## src/design/wrx_pkg.sv

```systemverilog
// wrx_pkg: shared constants and types of the receiver transfer control.
// assumes a 100 MHz clock; long timing counts are top-level parameters.
package wrx_pkg;
  localparam int unsigned CLK_HZ          = 100_000_000;
  localparam int unsigned CE_SLOW_MS      = 250;
  localparam int unsigned CE_FAST_MS      = 32;
  localparam int unsigned CE_SLOW_CYC     = CLK_HZ / 1000 * CE_SLOW_MS;
  localparam int unsigned CE_FAST_CYC     = CLK_HZ / 1000 * CE_FAST_MS;
  localparam int unsigned WIRED_GAP_US    = 1000;
  localparam int unsigned WIRED_GAP_CYC   = CLK_HZ / 1_000_000 * WIRED_GAP_US;
  localparam int unsigned CNT_W           = 25;
  localparam int unsigned PKT_BITS        = 8;
  localparam logic [7:0]  EPT_CHARGE_DONE = 8'h01;
  localparam logic [7:0]  HDR_EPT         = 8'h02;
  localparam logic [7:0]  HDR_CTRL_ERR    = 8'h03;
  localparam logic [7:0]  HDR_NO_POWER    = 8'h04;
  localparam logic [7:0]  HDR_WANT_POWER  = 8'h05;
  localparam int unsigned SYNC_N          = 5;
  localparam int unsigned SYNC_CTRL_A     = 0;
  localparam int unsigned SYNC_CTRL_B     = 1;
  localparam int unsigned SYNC_TEMP       = 2;
  localparam int unsigned SYNC_WIRED      = 3;
  localparam int unsigned SYNC_RECTIFIER_NODE_OK    = 4;

  typedef enum logic [2:0] {
    WRX_IDLE, WRX_SETTLE, WRX_REGULATE, WRX_TERMINATED, WRX_WIRED
  } wrx_state_t;
endpackage

```

## src/design/wrx_xfer_ctrl.sv

```systemverilog
// wrx_xfer_ctrl: control-pin logic of the wireless power receiver.
// assumes all pin inputs are asynchronous; pull-downs live in the pad ring.
// Operation
// - floating control inputs read as low
// - both controls low enables wireless transfer
// - both high stops transfer, sends end code
// - resend end code on every ping
// - controls low again, ping restarts power
// - temperature pin can also terminate transfer
// - low indicator output during power transfer
// - wired detect low disables wired path
// - drive blocking switch enable for wired input
// - stop wireless output before enabling switch
// - wired present: answer ping with no power
// - after wired removal restart on next ping
// - wired start-up needs no transmitter
// - packets sent by load modulation pulses
// - control error packet every 250 ms
// - overshoot shortens packet interval to 32 ms
// - regulator off until rectifier converged
`timescale 1ns/10ps
module wrx_xfer_ctrl
  import wrx_pkg::*;
#(
  parameter int unsigned CE_SLOW = CE_SLOW_CYC,   // slow error interval
  parameter int unsigned CE_FAST = CE_FAST_CYC,   // fast error interval
  parameter int unsigned GAP     = WIRED_GAP_CYC  // dead time to switch
) (
  input  wire logic       clk_i,              // system clock
  input  wire logic       srst_i,             // synchronous reset
  input  wire logic       transfer_ctrl_a_i,  // host enable pin a
  input  wire logic       transfer_ctrl_b_i,  // host enable pin b
  input  wire logic       temp_sense_ctrl_i,  // thermistor comparator trip
  input  wire logic       wired_input_detect_i, // dc input above threshold
  input  wire logic       ping_i,             // transmitter ping powers us
  input  wire logic       rectifier_node_ok_i,          // rectifier at first target
  input  wire logic [7:0] ctrl_err_i,         // control error value
  input  wire logic       overshoot_i,        // large rectifier overshoot
  input  wire logic       mixed_stop_i,       // mixed controls terminate
  output logic            power_xfer_ind_n_o, // transfer indicator, low on
  output logic            wired_path_en_n_o,  // blocking switch, low on
  output logic            output_regulator_en_o, // regulator enable
  output logic            rectifier_node_mod_o,         // load modulation switch
  output logic            pkt_busy_o          // packet in flight
);
  // **************************************************
  // input synchronisers
  // **************************************************
  logic [SYNC_N-1:0] raw;
  logic [SYNC_N-1:0] meta;
  logic [SYNC_N-1:0] sync;
  logic              ping_d;

  // ping gets its own two-stage synchroniser plus a delay stage for the edge
  assign raw = {rectifier_node_ok_i, wired_input_detect_i, temp_sense_ctrl_i,
                transfer_ctrl_b_i, transfer_ctrl_a_i};

  genvar gi;
  generate
    for (gi = 0; gi < SYNC_N; gi++) begin : g_sync
      always_ff @(posedge clk_i) begin
        if (srst_i) begin
          meta[gi] <= 1'b0;
          sync[gi] <= 1'b0;
        end else begin
          meta[gi] <= raw[gi];
          sync[gi] <= meta[gi];
        end
      end
    end
  endgenerate

  logic ping_m;
  logic ping_s;
  always_ff @(posedge clk_i) begin
    if (srst_i) begin
      ping_m <= 1'b0;
      ping_s <= 1'b0;
      ping_d <= 1'b0;
    end else begin
      ping_m <= ping_i;
      ping_s <= ping_m;
      ping_d <= ping_s;
    end
  end

  // **************************************************
  // decode
  // **************************************************
  logic ca;
  logic cb;
  logic stop_req;
  logic wired;
  logic ping_rise;

  assign ca        = sync[SYNC_CTRL_A];
  assign cb        = sync[SYNC_CTRL_B];
  assign wired     = sync[SYNC_WIRED];
  assign ping_rise = ping_s & ~ping_d;
  // temp trip acts as a host stop; host keeps its gpio released otherwise
  assign stop_req  = (ca & cb) | sync[SYNC_TEMP]
                   | ((ca ^ cb) & mixed_stop_i);

  // **************************************************
  // state
  // **************************************************
  typedef struct packed {
    wrx_state_t       fsm;
    logic [CNT_W-1:0] cnt;
    logic [CNT_W-1:0] gap;
    logic             fast;
    logic             send;
    logic [7:0]       hdr;
    logic [7:0]       data;
    logic             ind_n;
    logic             wired_n;
    logic             reg_en;
  } wrx_st_t;

  wrx_st_t st;
  wrx_st_t next_st;
  logic    busy;

  always_comb begin
    next_st      = st;
    next_st.send = 1'b0;
    if (overshoot_i) begin
      next_st.fast = 1'b1;
    end
    unique case (st.fsm)
      WRX_IDLE: begin
        next_st.reg_en = 1'b0;
        if (wired) begin
          next_st.fsm = WRX_WIRED;
          next_st.gap = '0;
        end else if (ping_rise && stop_req) begin
          next_st.fsm  = WRX_TERMINATED;
          next_st.send = 1'b1;
          next_st.hdr  = HDR_EPT;
          next_st.data = EPT_CHARGE_DONE;
        end else if (ping_rise) begin
          next_st.fsm  = WRX_SETTLE;
          next_st.send = 1'b1;
          next_st.hdr  = HDR_WANT_POWER;
          next_st.data = 8'h00;
        end
      end
      WRX_SETTLE: begin
        if (wired) begin
          next_st.fsm = WRX_WIRED;
          next_st.gap = '0;
        end else if (stop_req) begin
          next_st.fsm  = WRX_TERMINATED;
          next_st.send = 1'b1;
          next_st.hdr  = HDR_EPT;
          next_st.data = EPT_CHARGE_DONE;
        end else if (sync[SYNC_RECTIFIER_NODE_OK]) begin
          next_st.fsm    = WRX_REGULATE;
          next_st.reg_en = 1'b1;
          next_st.ind_n  = 1'b0;
          next_st.cnt    = '0;
        end
      end
      WRX_REGULATE: begin
        next_st.cnt = st.cnt + 1'b1;
        if (wired) begin
          next_st.fsm    = WRX_WIRED;
          next_st.reg_en = 1'b0;
          next_st.ind_n  = 1'b1;
          next_st.gap    = '0;
        end else if (stop_req) begin
          next_st.fsm    = WRX_TERMINATED;
          next_st.reg_en = 1'b0;
          next_st.ind_n  = 1'b1;
          next_st.send   = 1'b1;
          next_st.hdr    = HDR_EPT;
          next_st.data   = EPT_CHARGE_DONE;
        end else if (st.cnt >= CNT_W'((st.fast ? CE_FAST : CE_SLOW) - 1)) begin
          next_st.cnt  = '0;
          next_st.fast = overshoot_i;
          next_st.send = 1'b1;
          next_st.hdr  = HDR_CTRL_ERR;
          next_st.data = ctrl_err_i;
        end
      end
      WRX_TERMINATED: begin
        // transmitter drops power and only pings until we ask again
        if (wired) begin
          next_st.fsm = WRX_WIRED;
          next_st.gap = '0;
        end else if (ping_rise && stop_req) begin
          next_st.send = 1'b1;
          next_st.hdr  = HDR_EPT;
          next_st.data = EPT_CHARGE_DONE;
        end else if (ping_rise) begin
          next_st.fsm  = WRX_SETTLE;
          next_st.send = 1'b1;
          next_st.hdr  = HDR_WANT_POWER;
          next_st.data = 8'h00;
        end
      end
      WRX_WIRED: begin
        next_st.reg_en = 1'b0;
        next_st.ind_n  = 1'b1;
        // dead time: neither source feeds the output, avoids back-flow
        if (st.gap < CNT_W'(GAP)) begin
          next_st.gap = st.gap + 1'b1;
        end else begin
          next_st.wired_n = 1'b0;
        end
        if (ping_rise) begin
          next_st.send = 1'b1;
          next_st.hdr  = HDR_NO_POWER;
          next_st.data = 8'h00;
        end
        if (!wired) begin
          next_st.fsm     = WRX_IDLE;
          next_st.wired_n = 1'b1;
        end
      end
    endcase
    // a packet still in flight drops the new request; it is not retried
    if (next_st.send && busy) begin
      next_st.send = 1'b0;
    end
  end

  always_ff @(posedge clk_i) begin
    if (srst_i) begin
      st         <= '0;
      st.fsm     <= WRX_IDLE;
      st.ind_n   <= 1'b1;
      st.wired_n <= 1'b1;
    end else begin
      st <= next_st;
    end
  end

  // **************************************************
  // packet modulator
  // **************************************************
  wrx_modulator u_mod (
    .clk_i   (clk_i),
    .srst_i  (srst_i),
    .start_i (st.send),
    .hdr_i   (st.hdr),
    .data_i  (st.data),
    .busy_o  (busy),
    .mod_o   (rectifier_node_mod_o)
  );

  assign pkt_busy_o            = busy;
  assign power_xfer_ind_n_o    = st.ind_n;
  assign wired_path_en_n_o     = st.wired_n;
  assign output_regulator_en_o = st.reg_en;
endmodule

```

## src/design/wrx_modulator.sv

```systemverilog
// wrx_modulator: shifts a two-byte packet out as load-modulation pulses.
// assumes start_i is a one-cycle pulse taken only while busy_o is low.
`timescale 1ns/10ps
module wrx_modulator
  import wrx_pkg::*;
(
  input  wire logic       clk_i,    // system clock
  input  wire logic       srst_i,   // synchronous reset
  input  wire logic       start_i,  // send request pulse
  input  wire logic [7:0] hdr_i,    // packet header byte
  input  wire logic [7:0] data_i,   // packet payload byte
  output logic            busy_o,   // packet in flight
  output logic            mod_o     // load modulation switch
);
  typedef struct packed {
    logic [15:0] shreg;
    logic [4:0]  left;
    logic        mod;
    logic        busy;
  } wrx_mod_st_t;

  wrx_mod_st_t st;
  wrx_mod_st_t next_st;

  // first bit leaves with busy so the frame and the bits line up
  always_comb begin
    next_st     = st;
    next_st.mod = 1'b0;
    if (st.busy) begin
      next_st.left = st.left - 5'h01;
      if (st.left == 5'h01) begin
        next_st.busy = 1'b0;
      end else begin
        next_st.mod   = st.shreg[15];
        next_st.shreg = {st.shreg[14:0], 1'b0};
      end
    end else if (start_i) begin
      next_st.busy  = 1'b1;
      next_st.mod   = hdr_i[7];
      next_st.shreg = {hdr_i[6:0], data_i, 1'b0};
      next_st.left  = 5'(2 * PKT_BITS);
    end
  end

  always_ff @(posedge clk_i) begin
    if (srst_i) begin
      st <= '0;
    end else begin
      st <= next_st;
    end
  end

  assign busy_o = st.busy;
  assign mod_o  = st.mod;
endmodule

```

## config.mk

```make
export PLATFORM = sky130hd
export DESIGN_NAME = wrx_xfer_ctrl
export DESIGN_NICKNAME = d
export VERILOG_FILES = /design/src/design/wrx_pkg.sv /design/src/design/wrx_xfer_ctrl.sv /design/src/design/wrx_modulator.sv
export SDC_FILE = /design/constraint.sdc
export NUM_CORES = 1
export LEC_CHECK = 0
export CORE_ASPECT_RATIO = 0.5
export CORE_UTILIZATION = 40
export DETAILED_ROUTE_END_ITERATION = 8
export DONT_BUFFER_PORTS = 1
export PLACE_DENSITY = 0.59
export SLEW_MARGIN = 25
export SYNTH_ARGS = -nofsm -noshare
export SYNTH_HDL_FRONTEND = slang
export SYNTH_HIERARCHICAL = 1
export SYNTH_SLANG_ARGS = --single-unit
```

## constraint.sdc

```tcl
create_clock -name clk_i -period 7.3 [get_ports clk_i]
set_input_delay 1.46 -clock clk_i [delete_from_list [all_inputs] [get_ports clk_i]]
set_output_delay 1.46 -clock clk_i [all_outputs]
set_load 0.005 [all_outputs]
```

== Word-level counts from Yosys, hierarchy flattened ==
Index checks and enable logic that the tools add are counted.
Storage, ports and cells
  word-level logic and storage cells: 134
  bits of input ports: 18
  output and inout bits: 5
  bits in registers: 110
Operators by class
  reductions and logical operators: 19
  add/sub/neg operators: 4
  magnitude comparators: 2
  bitwise logic cells: 7
  equality and inequality tests: 22
  muxes and demuxes: 53
Operators by type and width (number)
  $mux W25: 8
  $mux W17: 6
  $pmux W25 S2: 2
  $pmux W17 S4: 1
  $mux W18: 3
  $add A25 B1 Y25 const B: 2
  $mux W23: 2
  $mux W3: 10
  $mux W28: 1
  $ge A25 B25 Y1: 1
  $lt A25 B17 Y1 const B: 1
  $sub A25 B1 Y25 const B: 1
  $ne A2 B2 Y1 const B: 11
  $mux W1: 16
  $mux W16: 1
  $pmux W3 S5: 1
  $reduce_and A5 Y1: 2
  $ne A3 B3 Y1 const B: 3
  $reduce_and A4 Y1: 2
  $reduce_and A7 Y1: 1
  $eq A3 B2 Y1 const B: 2
  $pmux W1 S3: 2
  $reduce_and A2 Y1: 3
  $reduce_bool A3 Y1: 2
  16 further kinds: 23

== Logic depth before layout (Yosys ltp) ==
  depth in word-level cells: 9
  gate-level depth with buffers: 10
  gate-level depth less buffers: 9

== Cells and area by module ==
The synthesis kept the hierarchy.
Modules (own cells, without submodules)
  wrx_xfer_ctrl: cells an instance 450, area each 3927.5 µm², instances 1, sequential area each 1641.6 µm²
  wrx_modulator: cells an instance 122, area each 1149.9 µm², instances 1, sequential area each 440.4 µm²

== Worst setup path before layout ==
OpenSTA, ideal clock, no wires.
  path kind: input-to-reg
  start: input mixed_stop_i
  end: register, netlist name st[70]
  data required time: 7.173 ns
  library setup time: 0.127 ns
  buffers on the path: 1
  data arrival time: 3.058 ns
  setup slack: 4.116 ns
  stages on the path: 8
  cells stage by stage: a2111oi_4 nand3_2 a21o_2 buf_6 nor3_4 nand4_1 xor2_1 nor2_1
RTL lines
  start, declared: line wrx_xfer_ctrl.sv:39  | input wire logic mixed_stop_i,

==> flow_summary.json <==
{
  "clk_latency_ns": 0.35,
  "num_rows": 28,
  "drt-pass1-iter-count": 5,
  "ys_ff_latch": 104,
  "wl_met3_um": 221,
  "timing.final.crit_share_pct": 47.50,
  "comb_power_share_pct": 17.2,
  "maxSlewHeadroom_pct": 36.90,
  "io_pins": 23,
  "seq_power_share_pct": 48.7,
  "startpoint_type": "flip-flop",
  "cts_resized": 0,
  "cp_slowest_cell": "o21ai_2",
  "top_layer": "met4",
  "fmax_mhz": 288.4,
  "hold_buffers": 0,
  "cts_tree": "built",
  "vias": 3925,
  "syn_area_per_cell_sq_um": 8.877,
  "diodes": 0,
  "grt_overflow": 0,
  "vdd_drop_max_uv": 150.7,
  "port_buffers": 0,
  "maxCapViolCount": 0,
  "slew_violations": 0,
  "clkPwrFrac_pct": 34.1,
  "rsz0062_at_grt": "no",
  "worstMarginPinSlew_ns": 0.9421,
  "ys.flop_type": "dfxtp_1",
  "syn_inst": 572,
  "syn_area_sq_um": 5077,
  "routed_via_density": 5.369,
  "min_period_ns": 3.467,
  "tns_ns": 0,
  "cts.sinks": 104,
  "die_w_um": 161.3,
  "critPathArrivalTime_ns": 3.67,
  "cts-root-buf": "clkbuf_16",
  "areaGrowthSynthToFinish_pct": 7.688,
  "cts_setup_buffers": 0,
  "grt.total_usage_pct": 16.62,
  "p_int_mw": 0.9512,
  "clockBufferDepth": 2,
  "drcViolationCount": 0,
  "ys_types": 68,
  "finClkSkew_ns": 0.005747,
  "final_cell_count_no_fill": 731,
  "clkSlewWorstSetupHoldPaths_ns": 0.07,
  "yosysSeqAreaShare_pct": 41.01,
  "synthTopCellsByArea": "dfxtp_1 41%, a211oi_1 4.6%, ha_1 4.2%",
  "p_leak_nw": 1.981,
  "hold_path_class": "reg -> reg",
  "async_flop_share_pct": 0,
  "grt_antenna_before_repair": 0,
  "drt_iter0_drc": 387,
  "required_ns": 7.51,
  "synth_top_area_share_pct": 41.01,
  "wl_per_cell_um": 14.04,
  "cp_cell_sequence": "inv_1, ha_1, nand3_1, nor4_1, o2111ai_1, nand3_1, a31oi_1, o21ai_2, nor2_1",
  "p_sw_mw": 0.4033,
  "cts.htree.levels": 3,
  "layout.nets": 596,
  "yosys.area.top_type": "dfxtp_1",
  "yosys_warnings": 6,
  "met1_length_mm": 5.433,
  "wl_met2_mm": 4.478,
  "status": "finished clean",
  "drtAntennaViolNets": 0,
  "grt_pass1_vias": 3659,
  "synth_edf_count": 0,
  "p_per_area_nw_per_um2": 247.7,
  "drt-total-wl_mm": 10.26,
  "initial_core_util_pct": 42.01,
  "grt_first_pass_wirelength_mm": 17.48,
  "grt_max_degree": 59,
  "swShare_pct": 29.78,
  "hold_viol_final": 0,
  "cpPeakStageDelay_ns": 0.74,
  "fp.dieH_um": 81.67,
  "die_area_sq_um": 13180,
  "cp-end-kind": "flip-flop",
  "worstPathMaxFanout": 18,
  "cts_buffers": 9,
  "dp_hpwl_mm": 6.886,
  "core_area_sq_um": 12090,
  "crit_type": "reg -> reg",
  "dp.cells": 715,
  "drive_above_1_share_pct": 7.067,
  "setup_viol": 0,
  "gp_congestion": 0.8884,
  "cp_common_cell": "nand3_1"
}
[cell families (layout without fill, tap and decap cells)]
family / Yosys count / count (layout) / synth area share, %
other: 1 / 5 / 0.07386
AO/OA/AOI/OAI: 129 / 129 / 17.99
adder cells (fa/ha/maj): 18 / 18 / 4.386
XOR/XNOR: 27 / 27 / 4.657
buffers and inverters: 38 / 28 / 3.327
multiplexers: 15 / 15 / 2.982
AND/OR/NAND/NOR: 240 / 240 / 25.58
flip-flops: 104 / 104 / 41.01
[metal layers]
| layer | global-route usage, % | vias up |
|---|---|---|
| met2 | 26.03 | 29 |
| li1 | - | 2046 |
| met4 | 7.075 | 0 |
| met5 | 0 | - |
| met1 | 22.04 | 1838 |
| met3 | 4.091 | 12 |
[flip-flops by register name, summed over array words and instances (netlist names), 2 cells and up]
| name | flops |
|---|---|
| sync | 2 |
| st | 66 |
| meta | 5 |
| u_mod/st | 20 |
[cell type report]
| cell class | count | area (sq um) |
|---|---|---|
| fill | 1200 | 6619 |
| tap | 165 | 206.4 |
| inverter | 10 | 37.54 |
| clock inverter | 5 | 41.29 |
| clock buffer | 11 | 242.7 |
| sequential | 104 | 2083 |
| timing repair buffer | 2 | 15.01 |
| multi-input combinational | 434 | 2841 |
[synthesized netlist by cell type (all sizes together), types with 3 or more instances]
cell / n
a31oi: 9
xnor2: 4
nor2: 53
nand4: 11
mux2i: 14
and2: 13
and3: 11
dfxtp: 104
inv: 10
o211ai: 3
nand3: 27
o21ai: 17
a22o: 8
ha: 17
or3: 5
or2: 3
nand2: 45
and4: 3
nor2b: 30
nand3b: 7
nor4: 6
buf: 7
xor2: 23
o21a: 3
a21oi: 28
nor3: 11
a211oi: 31
a22oi: 3
nand2b: 7
clkbuf: 21
a21o: 5
[cell usage in the layout (no fill, tap or decap), types with 10 or more instances in the layout]
cell type / count
o21ai_0: 16
a21oi_1: 27
a211oi_1: 31
and3_1: 10
xor2_1: 23
nor2b_1: 30
and2_1: 13
ha_1: 17
nor2_1: 53
nand3_1: 26
nand4_1: 11
inv_1: 10
mux2i_1: 14
nand2_1: 45
dfxtp_1: 103
[through the flow]
stage | setup WS, ns | cell area [sq um] | util, % | total power, mW | hold WS [ns]
2_1_floorplan | 4.116 | 5092 | - | 0.8639 | 0.4138
3_3_place_gp | 3.808 | 5175 | 42.82 | 0.9007 | 0.4280
3_5_place_dp | 3.833 | 5182 | 42.88 | 0.9040 | 0.4270
4_1_cts | 3.810 | 5466 | 45.23 | 1.371 | 0.4445
5_1_grt | 3.479 | 5468 | 45.24 | 1.430 | 0.4562
6_report | 3.833 | 5468 | 45.24 | 1.355 | 0.4390
[critical path: cells and delay by family (launching register included)]
family	cells	cell delay, ns
flip-flops	1	0.60
AO/OA/AOI/OAI	3	1.32
buffers and inverters	1	0.22
adder cells (fa/ha/maj)	1	0.37
AND/OR/NAND/NOR	4	0.81
[worst paths after layout]
path,slack (ns),cells past startpoint,from,end
worst min-delay path,0.44,1,meta[0],ca
worst max-delay path,3.83,9,st[20],st[56]
worst max register to register,3.83,9,st[20],st[56]
worst min register to register,0.44,1,meta[0],ca
[power by group through the flow]
stage | registers, mW | logic (mW) | clock network (mW)
finish | 0.660 | 0.233 | 0.462
global route | 0.669 | 0.265 | 0.496
CTS | 0.659 | 0.234 | 0.478
detailed placement | 0.672 | 0.232 | 0
global placement | 0.671 | 0.229 | 0
floorplan | 0.646 | 0.218 | 0
Power figures use the tool's default switching activity.
